File: src/logic/sdp_map.svh
// Pin codes, address fields and decode constants of the SDRAM port.
// Assumes inclusion by the design modules and by the test bench only.
`ifndef SDP_MAP_SVH
`define SDP_MAP_SVH

// Address space decode: top two bits select SDRAM space
`define SDP_SPACE_HI 31
`define SDP_SPACE_LO 30
`define SDP_SPACE_CODE 2'h1
// Bits that must be zero inside SDRAM space; other values are reserved
`define SDP_RSV_HI 29
`define SDP_RSV_LO 28
// Bank select field of the address
`define SDP_BANK_HI 27
`define SDP_BANK_LO 26
`define SDP_BANK_NUM 4
// Address bit copied to the dedicated bit-10 pin
`define SDP_A10_BIT 10
// Word address bit that marks an odd word
`define SDP_ODD_BIT 0

// Standard command codes on {ras_n, cas_n, we_n}
`define SDP_CODE_NOP 3'h7
`define SDP_CODE_ACT 3'h3
`define SDP_CODE_RD 3'h5
`define SDP_CODE_WR 3'h4
`define SDP_CODE_PRE 3'h2
`define SDP_CODE_REF 3'h1
`define SDP_CODE_MRS 3'h0

// Reset values of the pin registers
`define SDP_BANK_IDLE 4'hF
`define SDP_CKE_RESET 1'h1
`endif

File: src/logic/sdp_pkg.sv
// Types shared by the SDRAM port command logic.
// Assumes nothing beyond the map header.
package sdp_pkg;
    typedef enum logic [2:0] {
        SDP_NOP = 3'h0,
        SDP_ACT = 3'h1,
        SDP_RD = 3'h2,
        SDP_WR = 3'h3,
        SDP_PRE = 3'h4,
        SDP_REF = 3'h5,
        SDP_MRS = 3'h6
    } sdp_cmd_e;

    // Gray along idle -> self refresh -> host -> wake -> idle
    typedef enum logic [2:0] {
        SDP_IDLE = 3'h0,
        SDP_SREF = 3'h1,
        SDP_HOST = 3'h3,
        SDP_WAKE = 3'h2,
        SDP_SUSP = 3'h4
    } sdp_state_e;

    typedef struct packed {
        logic ras_n;
        logic cas_n;
        logic we_n;
    } sdp_pins_s;
endpackage : sdp_pkg

File: src/logic/sdp_cmd_if.sv
// Carries one command from the controller to its decoder and back.
// Assumes both ends run in the same clock domain; all paths are comb.
interface sdp_cmd_if;
    import sdp_pkg::*;
    sdp_cmd_e cmd;
    logic [31:0] addr;
    logic bus32;
    logic single;
    sdp_pins_s pins;
    logic low_mask;
    logic high_mask;
    logic [3:0] bank_sel_n;
    logic in_space;

    modport src (output cmd, output addr, output bus32, output single,
        input pins, input low_mask, input high_mask, input bank_sel_n,
        input in_space);
    modport dec (input cmd, input addr, input bus32, input single,
        output pins, output low_mask, output high_mask, output bank_sel_n,
        output in_space);
endinterface : sdp_cmd_if

File: src/logic/sdp_cmd_decode.sv
// Combinational decode of one command into pin code, masks and selects.
// Assumes the controller registers every result before it reaches a pin.
`include "sdp_map.svh"
module sdp_cmd_decode (
    // Command channel
    sdp_cmd_if.dec cif
);
    import sdp_pkg::*;

    function automatic sdp_pins_s sdp_code(input sdp_cmd_e c);
        unique case (c)
            SDP_NOP: sdp_code = `SDP_CODE_NOP;
            SDP_ACT: sdp_code = `SDP_CODE_ACT;
            SDP_RD: sdp_code = `SDP_CODE_RD;
            SDP_WR: sdp_code = `SDP_CODE_WR;
            SDP_PRE: sdp_code = `SDP_CODE_PRE;
            SDP_REF: sdp_code = `SDP_CODE_REF;
            SDP_MRS: sdp_code = `SDP_CODE_MRS;
            default: sdp_code = `SDP_CODE_NOP;
        endcase
    endfunction : sdp_code

    logic odd_word;
    logic [1:0] bank_idx;

    assign cif.pins = sdp_code(cif.cmd);

    assign cif.in_space =
        (cif.addr[`SDP_SPACE_HI:`SDP_SPACE_LO] == `SDP_SPACE_CODE) &&
        (cif.addr[`SDP_RSV_HI:`SDP_RSV_LO] == 2'h0);
    assign bank_idx = cif.addr[`SDP_BANK_HI:`SDP_BANK_LO];

    genvar g;
    generate
        for (g = 0; g < `SDP_BANK_NUM; g++) begin : g_bank
            assign cif.bank_sel_n[g] =
                !(cif.in_space && (cif.cmd != SDP_NOP) &&
                  (bank_idx == 2'(g)));
        end
    endgenerate

    assign odd_word = cif.addr[`SDP_ODD_BIT];
    // masks only on writes; reads and other commands keep them low
    assign cif.low_mask = (cif.cmd == SDP_WR) && !cif.bus32 && odd_word;
    // even single word or 32-bit bus
    assign cif.high_mask = (cif.cmd == SDP_WR) &&
        (cif.bus32 || (cif.single && !odd_word));
endmodule : sdp_cmd_decode

File: src/logic/sdp_ctrl.sv
// SDRAM port command pin controller: registers decoded commands onto the
// pins, handles self refresh, suspend and hand-over of the bus to a host.
// Assumes one clock, synchronous inputs and external pull resistors.
//
// Overview of operation
// - Bank selects go low for commands to SDRAM space, reserved excluded.
// - Only the current bus owner drives bank selects; others float them.
// - Row strobe low marks row address; otherwise part of command code.
// - Column strobe low marks column address; otherwise part of command.
// - Write strobe low on writes, high on reads while column strobe low.
// - Data masks matter only with column strobe; inactive on reads.
// - Odd word write on 64-bit bus raises the low-word mask.
// - Even single word or 32-bit bus write raises the high-word mask.
// - Address bit 10 leaves on its own pin, apart from shared address.
// - Clock enable drives self refresh and suspend entry and exit.
// - Before granting the host, enter self refresh; pins float as the grant goes low.
`include "sdp_map.svh"
module sdp_ctrl (
    // Clock, reset, enable
    input wire logic mclk,
    input wire logic rst_n,
    input wire logic ce,
    // Command request
    input wire logic cmd_valid,
    input wire sdp_pkg::sdp_cmd_e cmd,
    input wire logic [31:0] cmd_addr,
    input wire logic cmd_single,
    output logic cmd_ready,
    // Configuration and arbitration
    input wire logic bus32,
    input wire logic bus_owner,
    input wire logic power_down_req,
    input wire logic host_bus_request,
    // Host grant pin
    output logic host_bus_grant_n,
    output logic host_bus_grant_oe,
    // SDRAM pins and their enables
    output logic [3:0] sdram_bank_selects_n,
    output logic ras_n,
    output logic cas_n,
    output logic memory_write_strobe_n,
    output logic low_word_data_mask,
    output logic high_word_data_mask,
    output logic dedicated_address_bit10_pin,
    output logic memory_clock_enable,
    output logic ctl_oe,
    output logic cke_oe
);
    import sdp_pkg::*;

    sdp_cmd_if cif ();
    sdp_cmd_decode sdp_cmd_decode_inst (
        .cif(cif)
    );

    sdp_state_e st_q, st_d;
    logic ready_q, take, enter_sr;
    logic [3:0] bsel_q;
    sdp_pins_s pins_q;
    logic lmask_q, hmask_q, a10_q, cke_q, oe_q, ckeoe_q, grant_q, goe_q;

    // Host waits for an owner that is idle, then self refresh goes first
    assign enter_sr = (st_q == SDP_IDLE) && bus_owner && host_bus_request;
    assign take = cmd_valid && ready_q && bus_owner && !host_bus_request &&
        !power_down_req;

    assign cif.cmd = enter_sr ? SDP_REF : (take ? cmd : SDP_NOP);
    assign cif.addr = cmd_addr;
    assign cif.bus32 = bus32;
    assign cif.single = cmd_single;

    always_comb begin
        st_d = st_q;
        unique case (st_q)
            SDP_IDLE: begin
                if (enter_sr) begin
                    st_d = SDP_SREF;
                end else if (bus_owner && power_down_req) begin
                    st_d = SDP_SUSP;
                end
            end
            SDP_SREF: st_d = SDP_HOST;
            SDP_HOST: begin
                if (!host_bus_request) begin
                    st_d = SDP_WAKE;
                end
            end
            SDP_WAKE: st_d = SDP_IDLE;
            SDP_SUSP: begin
                if (!power_down_req || host_bus_request) begin
                    st_d = SDP_IDLE;
                end
            end
        endcase
    end

    always_ff @(posedge mclk) begin
        if (!rst_n) begin
            st_q <= SDP_IDLE;
            ready_q <= 1'h0;
        end else if (ce) begin
            st_q <= st_d;
            ready_q <= (st_d == SDP_IDLE);
        end
    end

    // Command pins: one cycle per accepted command or self refresh entry, NOP otherwise
    always_ff @(posedge mclk) begin
        if (!rst_n) begin
            pins_q <= `SDP_CODE_NOP;
            bsel_q <= `SDP_BANK_IDLE;
            lmask_q <= 1'h0;
            hmask_q <= 1'h0;
            a10_q <= 1'h0;
        end else if (ce) begin
            pins_q <= cif.pins;
            // all banks enter self refresh together
            bsel_q <= enter_sr ? 4'h0 : cif.bank_sel_n;
            lmask_q <= cif.low_mask;
            hmask_q <= cif.high_mask;
            a10_q <= take && cmd_addr[`SDP_A10_BIT];
        end
    end

    // clock enable low in self refresh and suspend
    always_ff @(posedge mclk) begin
        if (!rst_n) begin
            cke_q <= `SDP_CKE_RESET;
        end else if (ce) begin
            cke_q <= (st_d == SDP_IDLE);
        end
    end

    // Drive enables; a slave never fights the owner on shared pins
    always_ff @(posedge mclk) begin
        if (!rst_n) begin
            oe_q <= 1'h0;
            ckeoe_q <= 1'h0;
            grant_q <= 1'h1;
            goe_q <= 1'h0;
        end else if (ce) begin
            // float while not owner or host holds bus
            oe_q <= bus_owner && (st_d != SDP_HOST);
            ckeoe_q <= bus_owner && (st_d != SDP_HOST);
            // grant only after self refresh entry
            grant_q <= !(st_d == SDP_HOST);
            goe_q <= bus_owner;
        end
    end

    assign cmd_ready = ready_q;
    assign host_bus_grant_n = grant_q;
    assign host_bus_grant_oe = goe_q;
    assign sdram_bank_selects_n = bsel_q;
    assign ras_n = pins_q.ras_n;
    assign cas_n = pins_q.cas_n;
    assign memory_write_strobe_n = pins_q.we_n;
    assign low_word_data_mask = lmask_q;
    assign high_word_data_mask = hmask_q;
    assign dedicated_address_bit10_pin = a10_q;
    assign memory_clock_enable = cke_q;
    assign ctl_oe = oe_q;
    assign cke_oe = ckeoe_q;
endmodule : sdp_ctrl

File: config.mk
export PLATFORM = sky130hd
export DESIGN_NAME = sdp_ctrl
export DESIGN_NICKNAME = d
export VERILOG_FILES = /design/src/logic/sdp_pkg.sv /design/src/logic/sdp_cmd_if.sv /design/src/logic/sdp_cmd_decode.sv /design/src/logic/sdp_ctrl.sv
export VERILOG_INCLUDE_DIRS = /design/src /design/src/logic
export SDC_FILE = /design/constraint.sdc
export NUM_CORES = 1
export LEC_CHECK = 0
export ABC_AREA = 1
export BUFFER_PORTS_ARGS = -buffer_cell sky130_fd_sc_hd__buf_2
export CORE_UTILIZATION = 42
export DETAILED_ROUTE_END_ITERATION = 8
export PLACE_DENSITY = 0.77
export SLEW_MARGIN = 15
export SYNTH_ARGS = -nofsm -noshare
export SYNTH_HDL_FRONTEND = slang
export SYNTH_SLANG_ARGS = --single-unit
File: constraint.sdc
create_clock -name mclk -period 2.62 [get_ports mclk]
set_clock_uncertainty 0.15 [all_clocks]
set_input_delay 0.262 -clock mclk [delete_from_list [all_inputs] [get_ports mclk]]
set_output_delay 0.262 -clock mclk [all_outputs]
set_load 0.005 [all_outputs]
==> flow_summary.toml <==
[cells_and_area]
syn2layout_area_growth_pct = 23.7
final_cells = 195
drive_gt1_share_pct = 28.6
n_antenna_cell = 0
stdcell_area_mm2 = 0.00114
layout.nets = 213
final_core_util_pct = 56.5

[detailed_routing]
vias_per_cell = 4.93
drc = 0
drtIter0Drc = 10
post_drt_wl_per_cell_um = 10.3
postRouteAntennaNets = 0
wirelength_um = 2000
firstDrtPassIters = 4
num_vias = 961

[synth]
synth_ff_type = "dfxtp_1"
synth_area_leaders = "dfxtp_1, nand2_1, a21oi_1"
syn_area_um2 = 923
synth_most_common_cell = "nand2_1"
synth_top_area_share_pct = 39.0
ys_types = 22
async_flop_share_pct = 0
syn_nets = 178
ys_ff_latch = 18
synth_seq_area_share_pct = 39.0
ys_warn_count = 0
synth_common_cells = "nand2_1, dfxtp_1, inv_1"
yosys.area.top_type = "dfxtp_1"
avgSynthCellArea_um2 = 6.89
synth_edf_count = 0
syn_inst = 134

[critical_path]
r2r_cells = 8
r2r-start = "st_q[0]"
crit_path_end_kind = "flip-flop"
path_max_fanout = 4
start_kind = "flip-flop"
cp.required_ns = 2.64
setup.worst_path.class = "flip-flop to flip-flop"
reg2reg_slack_ns = 1.09
reg2reg_to = "cmd_ready"
crit_arrival_ns = 1.55

[placement]
hpwlAfterDp_um = 1560
dp_slack_ns = 1.15
finalWeightedCongestion = 0.836
dpl.cell_count = 191
io_buffer_count = 35
dpl_cell_area_mm2 = 0.00111

[floorplanning]
start_util_pct = 45.7
die_x_um = 48.9
num_io_pins = 60
die_h_um = 48.9
die-area_mm2 = 0.00239
core_mm2 = 0.00202
row_count = 16

[timing]
hold_ws_ns = 0.0717
rsz0062_at_grt = "no"
worst_slack_ns = 1.09
tns_ns = 0
slew_violations = 0
period_needed_ns = 1.53
setup-violations-final = 0
fmax_ghz = 0.655
slew_headroom_pct = 59.7
worst_pin_slew_ns = 0.596
final_hold_viol_count = 0
fin_crit_sh_pct = 58.3

[global_routing]
grt_pass1_wl_um = 3510
antenna_found_initial = 0
grt_pass1_vias = 853
met3_usage_pct = 2.49
track_usage_pct = 18.7
grt_use_met1_pct = 23.4
top_usage_layer = "met2"
grt_start_max_net_pins = 19
met2_usage_pct = 30.3
grt_overflow = 0

[clock_network]
hold_buffers = 0
postCtsSetupRepairBufs = 0
tritoncts = "built"
ctsHtreeMaxLevel = 1
cts_inserted_buffers = 3
path_clk_slew_ns = 0.10
clock_latency_ns = 0.29
clock-root-buffer = "clkbuf_4"
clock-sinks = 18
cts_resized = 0
cts_buffer_depth = 2

[hold_path]
hold_depth = 2
hp-start = "rst_n"
worstHoldPathType = "input port to flip-flop"
hold_path_end = "ras_n"

[power_and_ir_drop]
totalPowerFinal_mw = 0.582
power_density_mw_per_mm2 = 510
p_leak_nw = 0.568
ir_worst_vdd_v = 0.000283

[flow_run]
maxCapViolations = 0

[run_status]
status = "complete, no violations"
[layer usage]
layer,wire [um],part of all wire [%]
met2,962,48
met1,945,47
met5,0,0
met3,65,3.2
met4,27,1.3
[where the power goes]
part	internal, mW	switching [mW]	total, mW
sequential	0.292	0.0114	0.303
clock	0.0846	0.0826	0.167
combinational	0.0464	0.0654	0.112
total	0.423	0.159	0.582
[cells in the final DEF, fill, tap and decap left out]
cell type and n:
buf_2 35, nand2_1 29, dfxtp_1 18, inv_1 17, a21oi_1 14, nor2_1 13, o21ai_0 12, nand3_1 10
clkbuf_4 3, nor2_2 2, nor2_4 2, nand3_2 2, nand4_2 2, o21a_1 1, nand4_1 1, xor2_1 1
nand2_2 1, nor4b_1 1, nor3_1 1, o21ai_1 1, o211ai_1 1, clkbuf_8 1
[registers in the layout, indices dropped and copies added (netlist names)]
name,count
sdram_bank_selects_n,4
st_q,3
cas_n,1
cke_oe,1
cmd_ready,1
dedicated_address_bit10_pin,1
high_word_data_mask,1
host_bus_grant_n,1
host_bus_grant_oe,1
low_word_data_mask,1
memory_clock_enable,1
memory_write_strobe_n,1
ras_n,1
[cells by family after synthesis]
group	share of synthesized area (%)
AND/OR/NAND/NOR	34.0
AO/OA/AOI/OAI	16.3
buffers and inverters	9.76
flip-flops	39.0
XOR/XNOR	0.949
[critical path, cell delays in order (launching register included)]
cell,delay (ns)
dfxtp_1,0.36
nor2_2,0.19
nand4_1,0.25
nand2_1,0.12
nand2_1,0.05
nand2_1,0.09
nor2_1,0.05
nor2_1,0.10
nor2_1,0.05
[final cells by class]
cell class | instances | area [um^2]
fillers | 203 | 880
clock buffers | 4 | 36.3
flip-flops and latches | 18 | 360
repair buffers | 35 | 175
well taps | 27 | 33.8
multi-input cells | 94 | 473
inverters | 17 | 63.8
[worst max-delay path by stage]
stage | start | end | slack, ns | cells past startpoint
finish | st_q[0] | cmd_ready | 1.09 | 8
global route | st_q[0] | cmd_ready | 0.94 | 8
floorplan | st_q[0] | cmd_ready | 1.35 | 8
global placement | cmd_addr[31] | sdram_bank_selects_n[3] | 1.17 | 5
CTS | st_q[0] | cmd_ready | 1.11 | 8
detailed placement | cmd_addr[31] | sdram_bank_selects_n[3] | 1.15 | 5
Power figures use the tool's default switching activity.
